`src/cod_pkg.sv`:
```
package cod_pkg;

  localparam logic [7:0] COD_STACK_RESET  = 8'h07;
  localparam logic [7:0] COD_DIRECT_SPECIAL = 8'h80;
  localparam logic [7:0] COD_STATUS_WORD_ADDR = 8'hd0;
  localparam logic [1:0] COD_BANK_RESET   = 2'h0;
  localparam int         COD_RS_POS       = 3;
  localparam int         COD_BANK_SHIFT   = 3;
  localparam int         COD_PAGE_BITS    = 11;

  typedef enum logic [3:0] {
    COD_OP_NONE   = 4'b0000,
    COD_OP_ADD    = 4'b0001,
    COD_OP_ADD_CARRY  = 4'b0010,
    COD_OP_SUB_BORROW = 4'b0011,
    COD_OP_AND    = 4'b0100,
    COD_OP_OR     = 4'b0101,
    COD_OP_XOR    = 4'b0110,
    COD_OP_ROT    = 4'b0111,
    COD_OP_ACCU   = 4'b1000,
    COD_OP_MOV    = 4'b1001,
    COD_OP_CODE   = 4'b1010,
    COD_OP_EXT    = 4'b1011,
    COD_OP_STACK  = 4'b1100,
    COD_OP_EXCHANGE     = 4'b1101,
    COD_OP_POINTER_LOAD = 4'b1110
  } cod_op_t;

  typedef enum logic [2:0] {
    COD_SRC_NONE  = 3'b000,
    COD_SRC_REG   = 3'b001,
    COD_SRC_DIR   = 3'b010,
    COD_SRC_IND   = 3'b011,
    COD_SRC_IMM   = 3'b100,
    COD_SRC_WORK  = 3'b101
  } cod_mode_t;

  typedef struct packed {
    logic        valid;
    logic [7:0]  opcode;
    logic [7:0]  byte2;
    logic [7:0]  byte3;
    logic [15:0] next_pc;
  } cod_fetch_t;

  typedef struct packed {
    logic        valid;
    logic        known;
    cod_op_t     op;
    cod_mode_t   src;
    cod_mode_t   dst;
    logic [1:0]  length;
    logic [3:0]  cycles;
    logic        variable_time;
    logic [7:0]  reg_addr;
    logic [7:0]  ind_ptr_addr;
    logic [7:0]  direct_addr;
    logic        direct_special;
    logic [15:0] page_target;
    logic [15:0] rel_target;
    logic [15:0] full_target;
    logic        data_pointer_sel;
    logic        status_word_write;
    logic [7:0]  stack_pointer;
  } cod_decode_t;

  typedef struct packed {
    cod_decode_t dec;
    logic [7:0]  stack_pointer;
  } cod_state_t;

endpackage

```
`src/cod_decode.sv`:
```
`timescale 1ns/1ps
// Notes on behaviour
// - Bank register operand picks R0-R7 by opcode low three bits in the active bank.
// - Direct operand is 8-bit; up to 0x7F is data memory, 0x80 up special area.
// - Indirect operand address 0x00-0xFF comes from R0 or R1 by opcode bit 0.
// - Page-local target replaces low 11 bits of next instruction address.
// - Relative offset is signed byte added to next instruction address.
// - Full-range target reaches any code address.
// - Writes to status word change flags like arithmetic updates.
// - Add at 0x24-0x2F, add with carry 0x34-0x3F, standard byte and cycle pattern.
// - Subtract with borrow at 0x94-0x9F, same pattern as add.
// - AND, OR, XOR groups; direct,A is 2/3; direct,immediate is 3/4.
// - Rotates 0x23, 0x33, 0x03, 0x13 are one byte, one cycle.
// - Swap 0xC4, clear 0xE4, complement 0xF4 are one byte, one cycle.
// - Moves into the working byte: register, direct, indirect, immediate timings.
// - Moves into bank register: 0xF8 1/2, 0xA8 2/4, 0x78 2/2.
// - Moves into direct byte: 0xF5, 0x88, 0x85, 0x86, 0x75 with listed timing.
// - Moves into indirect RAM: 0xF6 1/3, 0xA6 2/5, 0x76 2/3.
// - Opcode 0x90 loads data pointer from wide constant, 3 bytes, 3 cycles.
// - Code moves 0x93 and 0x83 are one byte, three cycles.
// - External reads 0xE0, 0xE2-0xE3 are one byte, 3 to 10 cycles.
// - External writes 0xF0, 0xF2-0xF3 are one byte, 4 to 11 cycles.
// - Push 0xC0 is 2/4, pop 0xD0 is 2/3.
// - Exchange 0xC8 1/2, 0xC5 2/3, 0xC6 1/3; nibble exchange 0xD6 1/3.
// - Push increments stack pointer first; pointer is 0x07 after reset.
// - Bank select field chooses bank base 0x00, 0x08, 0x10 or 0x18.
// - Pointer select bit 0 uses pointer 0, 1 uses pointer 1.
module cod_decode
  import cod_pkg::*;
(
  input  wire logic        mclk,
  input  wire logic        reset_n,
  input  wire cod_fetch_t  fetch,
  input  wire logic [7:0]  program_status_word,
  input  wire logic        pointer_select_bit,
  input  wire logic        stack_pointer_load,
  input  wire logic [7:0]  stack_pointer_value,
  input  wire logic        pop_done,
  output cod_decode_t      decoded
);

  cod_state_t state;
  cod_state_t next_state;

  logic [7:0]  bank_base;
  logic [7:0]  op;
  logic [15:0] rel_ext;
  cod_op_t     alu_op;
  logic        push_now;

  // Fills operation, operand modes, byte length and cycle count of one form
  function automatic cod_decode_t set_form(input cod_decode_t d,
                                           input cod_op_t     kind,
                                           input cod_mode_t   s,
                                           input cod_mode_t   t,
                                           input logic [1:0]  len,
                                           input logic [3:0]  cyc);
    cod_decode_t r;
    r        = d;
    r.known  = 1'b1;
    r.op     = kind;
    r.src    = s;
    r.dst    = t;
    r.length = len;
    r.cycles = cyc;
    return r;
  endfunction

  // Operation of the groups that share the low-nibble operand layout
  function automatic cod_op_t group_op(input logic [3:0] hi);
    cod_op_t r;
    case (hi)
      4'h2:    r = COD_OP_ADD;
      4'h3:    r = COD_OP_ADD_CARRY;
      4'h4:    r = COD_OP_OR;
      4'h5:    r = COD_OP_AND;
      4'h6:    r = COD_OP_XOR;
      4'h9:    r = COD_OP_SUB_BORROW;
      4'he:    r = COD_OP_MOV;
      default: r = COD_OP_NONE;
    endcase
    return r;
  endfunction

  always_comb begin
    op                               = fetch.opcode;
    bank_base                        = {3'h0, program_status_word[COD_RS_POS +: 2], 3'h0};
    rel_ext                          = {{8{fetch.byte2[7]}}, fetch.byte2};
    alu_op                           = group_op(op[7:4]);
    push_now                         = fetch.valid && op == 8'hc0;
    next_state                       = state;
    next_state.dec                   = '0;
    next_state.dec.valid             = fetch.valid;
    next_state.dec.op                = COD_OP_NONE;
    next_state.dec.src               = COD_SRC_NONE;
    next_state.dec.dst               = COD_SRC_NONE;
    next_state.dec.reg_addr          = bank_base | {5'h00, op[2:0]};
    next_state.dec.ind_ptr_addr      = bank_base | {7'h00, op[0]};
    next_state.dec.direct_addr       = fetch.byte2;
    next_state.dec.direct_special    = fetch.byte2 >= COD_DIRECT_SPECIAL;
    next_state.dec.page_target       = {fetch.next_pc[15:COD_PAGE_BITS], op[7:5],
                                        fetch.byte2};
    next_state.dec.rel_target        = fetch.next_pc + rel_ext;
    next_state.dec.full_target       = {fetch.byte2, fetch.byte3};
    next_state.dec.data_pointer_sel  = pointer_select_bit;
    next_state.dec.stack_pointer     = state.stack_pointer;
    // Working-byte destination forms of the arithmetic, logic and move groups
    if (alu_op != COD_OP_NONE && op[3:2] != 2'b00 && op != 8'he4) begin
      if (op[3]) begin
        next_state.dec = set_form(next_state.dec, alu_op,
                                  COD_SRC_REG,
                                  COD_SRC_WORK,
                                  2'd1,
                                  4'd1);
      end else if (op[1:0] == 2'b00) begin
        next_state.dec = set_form(next_state.dec, alu_op,
                                  COD_SRC_IMM,
                                  COD_SRC_WORK,
                                  2'd2,
                                  4'd2);
      end else if (op[1:0] == 2'b01) begin
        next_state.dec = set_form(next_state.dec, alu_op,
                                  COD_SRC_DIR,
                                  COD_SRC_WORK,
                                  2'd2,
                                  4'd2);
      end else begin
        next_state.dec = set_form(next_state.dec, alu_op,
                                  COD_SRC_IND,
                                  COD_SRC_WORK,
                                  2'd1,
                                  4'd2);
      end
    end
    case (op)
      8'h42, 8'h52, 8'h62: begin
        next_state.dec = set_form(next_state.dec, alu_op,
                                  COD_SRC_WORK,
                                  COD_SRC_DIR,
                                  2'd2,
                                  4'd3);
      end
      8'h43, 8'h53, 8'h63: begin
        next_state.dec = set_form(next_state.dec, alu_op,
                                  COD_SRC_IMM,
                                  COD_SRC_DIR,
                                  2'd3,
                                  4'd4);
      end
      8'h03, 8'h13, 8'h23, 8'h33: begin
        next_state.dec = set_form(next_state.dec, COD_OP_ROT,
                                  COD_SRC_WORK,
                                  COD_SRC_WORK,
                                  2'd1,
                                  4'd1);
      end
      8'hc4, 8'he4, 8'hf4: begin
        next_state.dec = set_form(next_state.dec, COD_OP_ACCU,
                                  COD_SRC_WORK,
                                  COD_SRC_WORK,
                                  2'd1,
                                  4'd1);
      end
      8'h74: begin
        next_state.dec = set_form(next_state.dec, COD_OP_MOV,
                                  COD_SRC_IMM,
                                  COD_SRC_WORK,
                                  2'd2,
                                  4'd2);
      end
      8'h78, 8'h79, 8'h7a, 8'h7b, 8'h7c, 8'h7d, 8'h7e, 8'h7f: begin
        next_state.dec = set_form(next_state.dec, COD_OP_MOV,
                                  COD_SRC_IMM,
                                  COD_SRC_REG,
                                  2'd2,
                                  4'd2);
      end
      8'ha8, 8'ha9, 8'haa, 8'hab, 8'hac, 8'had, 8'hae, 8'haf: begin
        next_state.dec = set_form(next_state.dec, COD_OP_MOV,
                                  COD_SRC_DIR,
                                  COD_SRC_REG,
                                  2'd2,
                                  4'd4);
      end
      8'hf8, 8'hf9, 8'hfa, 8'hfb, 8'hfc, 8'hfd, 8'hfe, 8'hff: begin
        next_state.dec = set_form(next_state.dec, COD_OP_MOV,
                                  COD_SRC_WORK,
                                  COD_SRC_REG,
                                  2'd1,
                                  4'd2);
      end
      8'hf5: begin
        next_state.dec = set_form(next_state.dec, COD_OP_MOV,
                                  COD_SRC_WORK,
                                  COD_SRC_DIR,
                                  2'd2,
                                  4'd3);
      end
      8'h88, 8'h89, 8'h8a, 8'h8b, 8'h8c, 8'h8d, 8'h8e, 8'h8f: begin
        next_state.dec = set_form(next_state.dec, COD_OP_MOV,
                                  COD_SRC_REG,
                                  COD_SRC_DIR,
                                  2'd2,
                                  4'd3);
      end
      8'h85: begin
        next_state.dec = set_form(next_state.dec, COD_OP_MOV,
                                  COD_SRC_DIR,
                                  COD_SRC_DIR,
                                  2'd3,
                                  4'd4);
      end
      8'h86, 8'h87: begin
        next_state.dec = set_form(next_state.dec, COD_OP_MOV,
                                  COD_SRC_IND,
                                  COD_SRC_DIR,
                                  2'd2,
                                  4'd4);
      end
      8'h75: begin
        next_state.dec = set_form(next_state.dec, COD_OP_MOV,
                                  COD_SRC_IMM,
                                  COD_SRC_DIR,
                                  2'd3,
                                  4'd3);
      end
      8'hf6, 8'hf7: begin
        next_state.dec = set_form(next_state.dec, COD_OP_MOV,
                                  COD_SRC_WORK,
                                  COD_SRC_IND,
                                  2'd1,
                                  4'd3);
      end
      8'ha6, 8'ha7: begin
        next_state.dec = set_form(next_state.dec, COD_OP_MOV,
                                  COD_SRC_DIR,
                                  COD_SRC_IND,
                                  2'd2,
                                  4'd5);
      end
      8'h76, 8'h77: begin
        next_state.dec = set_form(next_state.dec, COD_OP_MOV,
                                  COD_SRC_IMM,
                                  COD_SRC_IND,
                                  2'd2,
                                  4'd3);
      end
      8'h90: begin
        next_state.dec = set_form(next_state.dec, COD_OP_POINTER_LOAD,
                                  COD_SRC_IMM,
                                  COD_SRC_NONE,
                                  2'd3,
                                  4'd3);
      end
      8'h93, 8'h83: begin
        next_state.dec = set_form(next_state.dec, COD_OP_CODE,
                                  COD_SRC_WORK,
                                  COD_SRC_WORK,
                                  2'd1,
                                  4'd3);
      end
      8'he0, 8'he2, 8'he3: begin
        next_state.dec = set_form(next_state.dec, COD_OP_EXT,
                                  COD_SRC_IND,
                                  COD_SRC_WORK,
                                  2'd1,
                                  4'd3);
        next_state.dec.variable_time = 1'b1;
      end
      8'hf0, 8'hf2, 8'hf3: begin
        next_state.dec = set_form(next_state.dec, COD_OP_EXT,
                                  COD_SRC_WORK,
                                  COD_SRC_IND,
                                  2'd1,
                                  4'd4);
        next_state.dec.variable_time = 1'b1;
      end
      8'hc0: begin
        next_state.dec = set_form(next_state.dec, COD_OP_STACK,
                                  COD_SRC_DIR,
                                  COD_SRC_NONE,
                                  2'd2,
                                  4'd4);
      end
      8'hd0: begin
        next_state.dec = set_form(next_state.dec, COD_OP_STACK,
                                  COD_SRC_NONE,
                                  COD_SRC_DIR,
                                  2'd2,
                                  4'd3);
      end
      8'hc8, 8'hc9, 8'hca, 8'hcb, 8'hcc, 8'hcd, 8'hce, 8'hcf: begin
        next_state.dec = set_form(next_state.dec, COD_OP_EXCHANGE,
                                  COD_SRC_REG,
                                  COD_SRC_WORK,
                                  2'd1,
                                  4'd2);
      end
      8'hc5: begin
        next_state.dec = set_form(next_state.dec, COD_OP_EXCHANGE,
                                  COD_SRC_DIR,
                                  COD_SRC_WORK,
                                  2'd2,
                                  4'd3);
      end
      8'hc6, 8'hc7: begin
        next_state.dec = set_form(next_state.dec, COD_OP_EXCHANGE,
                                  COD_SRC_IND,
                                  COD_SRC_WORK,
                                  2'd1,
                                  4'd3);
      end
      8'hd6, 8'hd7: begin
        next_state.dec = set_form(next_state.dec, COD_OP_EXCHANGE,
                                  COD_SRC_IND,
                                  COD_SRC_WORK,
                                  2'd1,
                                  4'd3);
      end
      default: begin
      end
    endcase
    // A status word destination makes the flag logic take the written value
    next_state.dec.status_word_write = next_state.dec.known && fetch.valid &&
                                       next_state.dec.dst == COD_SRC_DIR &&
                                       fetch.byte2 == COD_STATUS_WORD_ADDR;
    // Increment before the push write, decrement once the pop has read
    if (stack_pointer_load) begin
      next_state.stack_pointer = stack_pointer_value;
    end else if (push_now) begin
      next_state.stack_pointer = state.stack_pointer + 8'h01;
    end else if (pop_done) begin
      next_state.stack_pointer = state.stack_pointer - 8'h01;
    end
    if (push_now) begin
      next_state.dec.stack_pointer = state.stack_pointer + 8'h01;
    end
    if (!fetch.valid) begin
      next_state.dec.known = 1'b0;
    end
  end

  always_ff @(posedge mclk or negedge reset_n) begin
    if (!reset_n) begin
      state               <= '0;
      state.stack_pointer <= COD_STACK_RESET;
    end else begin
      state <= next_state;
    end
  end

  assign decoded = state.dec;

endmodule

```
`config.mk`:
```
export PLATFORM = sky130hd
export DESIGN_NAME = cod_decode
export DESIGN_NICKNAME = d
export VERILOG_FILES = /design/src/cod_pkg.sv /design/src/cod_decode.sv
export SDC_FILE = /design/constraint.sdc
export NUM_CORES = 1
export LEC_CHECK = 0
export BUFFER_PORTS_ARGS = -buffer_cell sky130_fd_sc_hd__buf_4
export CORE_ASPECT_RATIO = 1.2
export CORE_MARGIN = 1
export CORE_UTILIZATION = 51
export DETAILED_ROUTE_END_ITERATION = 8
export HOLD_SLACK_MARGIN = 0.15
export PLACE_DENSITY = 0.8
export REMOVE_ABC_BUFFERS = 1
export SETUP_SLACK_MARGIN = 0.5
export SKIP_LAST_GASP = 1
export SLEW_MARGIN = 30
export SYNTH_ARGS = -nofsm -noshare
export SYNTH_HDL_FRONTEND = slang
export SYNTH_SLANG_ARGS = --single-unit
```
`constraint.sdc`:
```
create_clock -name mclk -period 2.05 [get_ports mclk]
set_input_delay 0.41 -clock mclk [delete_from_list [all_inputs] [get_ports mclk]]
set_output_delay 0.41 -clock mclk [all_outputs]
set_load 0.02 [all_outputs]
```
==> flow_metrics.py <==
metrics = {
    "sta": {
        "setup_tns_ns": -0.141,
        "slew_headroom_pct": 44.5,
        "fmax_mhz": 456,
        "worst_slew_pin_slew_ns": 0.823,
        "fin_ws_ns": -0.141,
        "drv_slew": 0,
        "clock_skew_ns": 0.0108,
        "setup-violations-final": 1,
        "rsz0062_at_grt": "yes",
        "fin_crit_sh_pct": 107,
        "hold_viol": 0,
        "min_period_ns": 2.19,
    },
    "power": {
        "comb_power_share_pct": 33.3,
        "power.total_uw": 5340,
        "peakVddDrop_mv": 0.422,
        "seqPwrFrac_pct": 35.5,
        "sw_frac_of_total_pct": 33.6,
        "internal-power_uw": 3550,
        "pwr-share-clk_pct": 31.1,
        "power.leakage_uw": 0.00364,
        "power.density_nw_per_um2": 685,
        "p_sw_uw": 1800,
    },
    "grt": {
        "grt_pass1_vias": 4764,
        "overflow": 0,
        "grt_use_total_pct": 32.6,
        "antenna_found_initial": 1,
        "grt_pass1_wl_mm": 25.4,
        "grt_start_max_net_pins": 45,
    },
    "yosys": {
        "yosysWarnings": 0,
        "ys_seq_area_share_pct": 41.2,
        "synth.cell_area_um2": 4990,
        "synth_edf_count": 0,
        "ys_async_sr_fraction_pct": 100,
        "avgSynthCellArea_um2": 9.46,
        "synth.distinct_cells": 67,
        "synth_ff_type": "dfrtp_1",
        "ys_ff_latch": 82,
        "ys_top_cells_by_area": "dfrtp_1, buf_4, ha_1",
        "synth_cells": 528,
        "netlist.area_leader.share_pct": 39.6,
        "yosys.area.top_type": "dfrtp_1",
    },
    "cells_and_area": {
        "drive_gt1_share_pct": 58.8,
        "design_area_um2": 7800,
        "num-fill-cells": 469,
        "mostFrequentLayoutCell": "buf_4",
        "area_delta_synth_final_pct": 56.1,
        "nets": 801,
        "utilization_pct": 81.9,
        "most-common-layout-cells": "buf_4, dfrtp_1, nand2_1",
    },
    "outcome": {
        "violations": "setup timing",
        "status": "finished with violations",
    },
    "setup_path": {
        "critPathLaunchType": "input port",
        "path_delay_family": "compound AO/OA/AOI/OAI gates",
        "critPathArrivalTime_ns": 2.45,
        "cpMaxStageDelayCell": "o21ai_0",
        "crit_top_cell": "buf_4",
        "crit_buf_inv": 2,
        "critPathKind": "in2reg",
        "worstPathRequired_ns": 2.31,
        "crit_fanout": 3,
        "path_cells": "buf_4 -> ha_1 -> buf_4 -> o21ai_0 -> a21oi_4 -> a311o_1 -> a21oi_2 -> xnor2_1",
        "worstSetupEndpointType": "flip-flop",
        "max_stage_delay_ns": 0.65,
    },
    "placed_design": {
        "gp_congestion": 0.989,
        "io_buffers": 148,
        "dp_hpwl_mm": 10.6,
        "place_area_um2": 6170,
        "place_ws_ns": -0.336,
    },
    "floorplan": {
        "die_y_um": 110,
        "design.core.area_um2": 9520,
        "die-area_um2": 10200,
        "rows": 39,
        "die_w_um": 92.3,
        "initial_core_util_pct": 52.5,
        "io_pins": 164,
    },
    "detailed_routing": {
        "dr_total_vias": 5221,
        "drt-pass1-iter-count": 7,
        "ant_nets": 0,
        "wl_mm": 20.7,
        "vias_per_cell": 6.14,
        "routedWlPerCell_um": 24.4,
        "drtIter0Drc": 520,
        "drc_errors": 0,
    },
    "clock_network": {
        "root_buffer": "clkbuf_16",
        "cts_made_buffers": 9,
        "cts.clk_slew.worst_paths_ns": 0.07,
        "clock_latency_ns": 0.35,
        "cts.path.max_buffers": 2,
        "cts_tree": "done",
        "htreeDepth": 3,
        "clkSinkCount": 82,
    },
    "worst_hold_path": {
        "hold_class": "in2reg",
    },
    "job": {
        "drv_cap": 0,
    },
}
-- cells in the mapped netlist, drive strengths merged (3+ instances only) --
cell     number
clkbuf        9
inv          16
o311ai        3
ha           17
nand2        41
o21a          4
dfstp         3
o22ai         4
o211ai        3
nor4b         3
nand3        11
o21ai        35
nand4         7
a2111oi       3
and3          7
xor2         10
nor2b         6
nor4          7
and4          3
or2           3
a21oi        26
o21bai        3
nand2b        6
a31oi         4
dfrtp        79
o31ai         3
nor2         26
nor3         12
and2          4
xnor2        17
a211oi        6
buf         113
-- final timing paths --
kind                               endpoint  depth (start not counted)  slack [ns]               start
worst min-delay path             decoded[9]                          1        0.16  pointer_select_bit
worst max-delay path            decoded[40]                          8       -0.14            fetch[5]
max in group asynchronous          state[3]                          3        0.87             reset_n
worst min register to register   decoded[7]                          1        0.53            state[7]
worst max register to register     state[7]                          6        0.24            state[4]
min in group asynchronous       decoded[13]                          2        0.40             reset_n
-- routing by layer --
metal,GRT usage (%),vias to the layer above,share of wire (%)
met2,58.0,449,50
met4,15.0,0,8.0
met5,0,-,0
met1,36.7,2498,33
li1,-,2124,-
met3,6.96,150,8.3
-- worst register-to-register path, stage by stage, from the launching register on --
cell,delay (ns)
dfrtp_1,0.52
and3_4,0.27
nand3_2,0.12
nor4_4,0.32
o22ai_1,0.16
xor2_1,0.19
o21ai_1,0.15
-- logic make-up after synthesis --
| family | count (synthesis) | share of synthesized area [%] |
|---|---|---|
| mux | 1 | 0.200 |
| simple gates | 146 | 15.9 |
| buf+inv | 138 | 18.5 |
| xor+xnor | 27 | 4.73 |
| fa+ha+maj | 18 | 4.66 |
| flops | 82 | 41.2 |
| compound gates | 115 | 14.8 |
| other cells | 1 | 0.0751 |
-- power groups by stage --
stage	clock (uW)	combinational, uW	sequential (uW)
3_3_place_gp	0	1250	1900
3_5_place_dp	0	1280	1900
4_1_cts	1630	1480	1870
2_1_floorplan	0	374	2110
5_1_grt	1740	1850	1910
6_report	1660	1780	1900
-- layout make-up --
cell class                      count  area (um^2)  area share (%)
Antenna cell                        1         2.50          0.0321
Clock buffer                        9          225            2.89
Inverter                           16         62.6           0.802
Multi-Input combinational cell    316         2800            35.9
Timing Repair Buffer              296         2420            31.1
Tap cell                          123          154            1.97
Sequential cell                    82         2060            26.4
Clock inverter                      7         76.3           0.979
-- registers in the layout, indices dropped and copies added (netlist names) --
register	count
decoded	74
state	8
-- repair_timing --
item                       CTS  global route
hold endpoints to repair     5             0
gates cloned                 1             0
buffers inserted            20            26
resized for setup          117            89
setup endpoints to repair   35            37
pin swaps                   39            50
hold buffers                 1             0
-- per-stage QoR --
stage | instances | hold slack, ns
floorplan | 414 | 0.114
global placement | 785 | 0.219
detailed placement | 785 | 0.221
CTS | 823 | 0.168
global route | 849 | 0.159
finish | 850 | 0.160
Power figures use the tool's default switching activity.
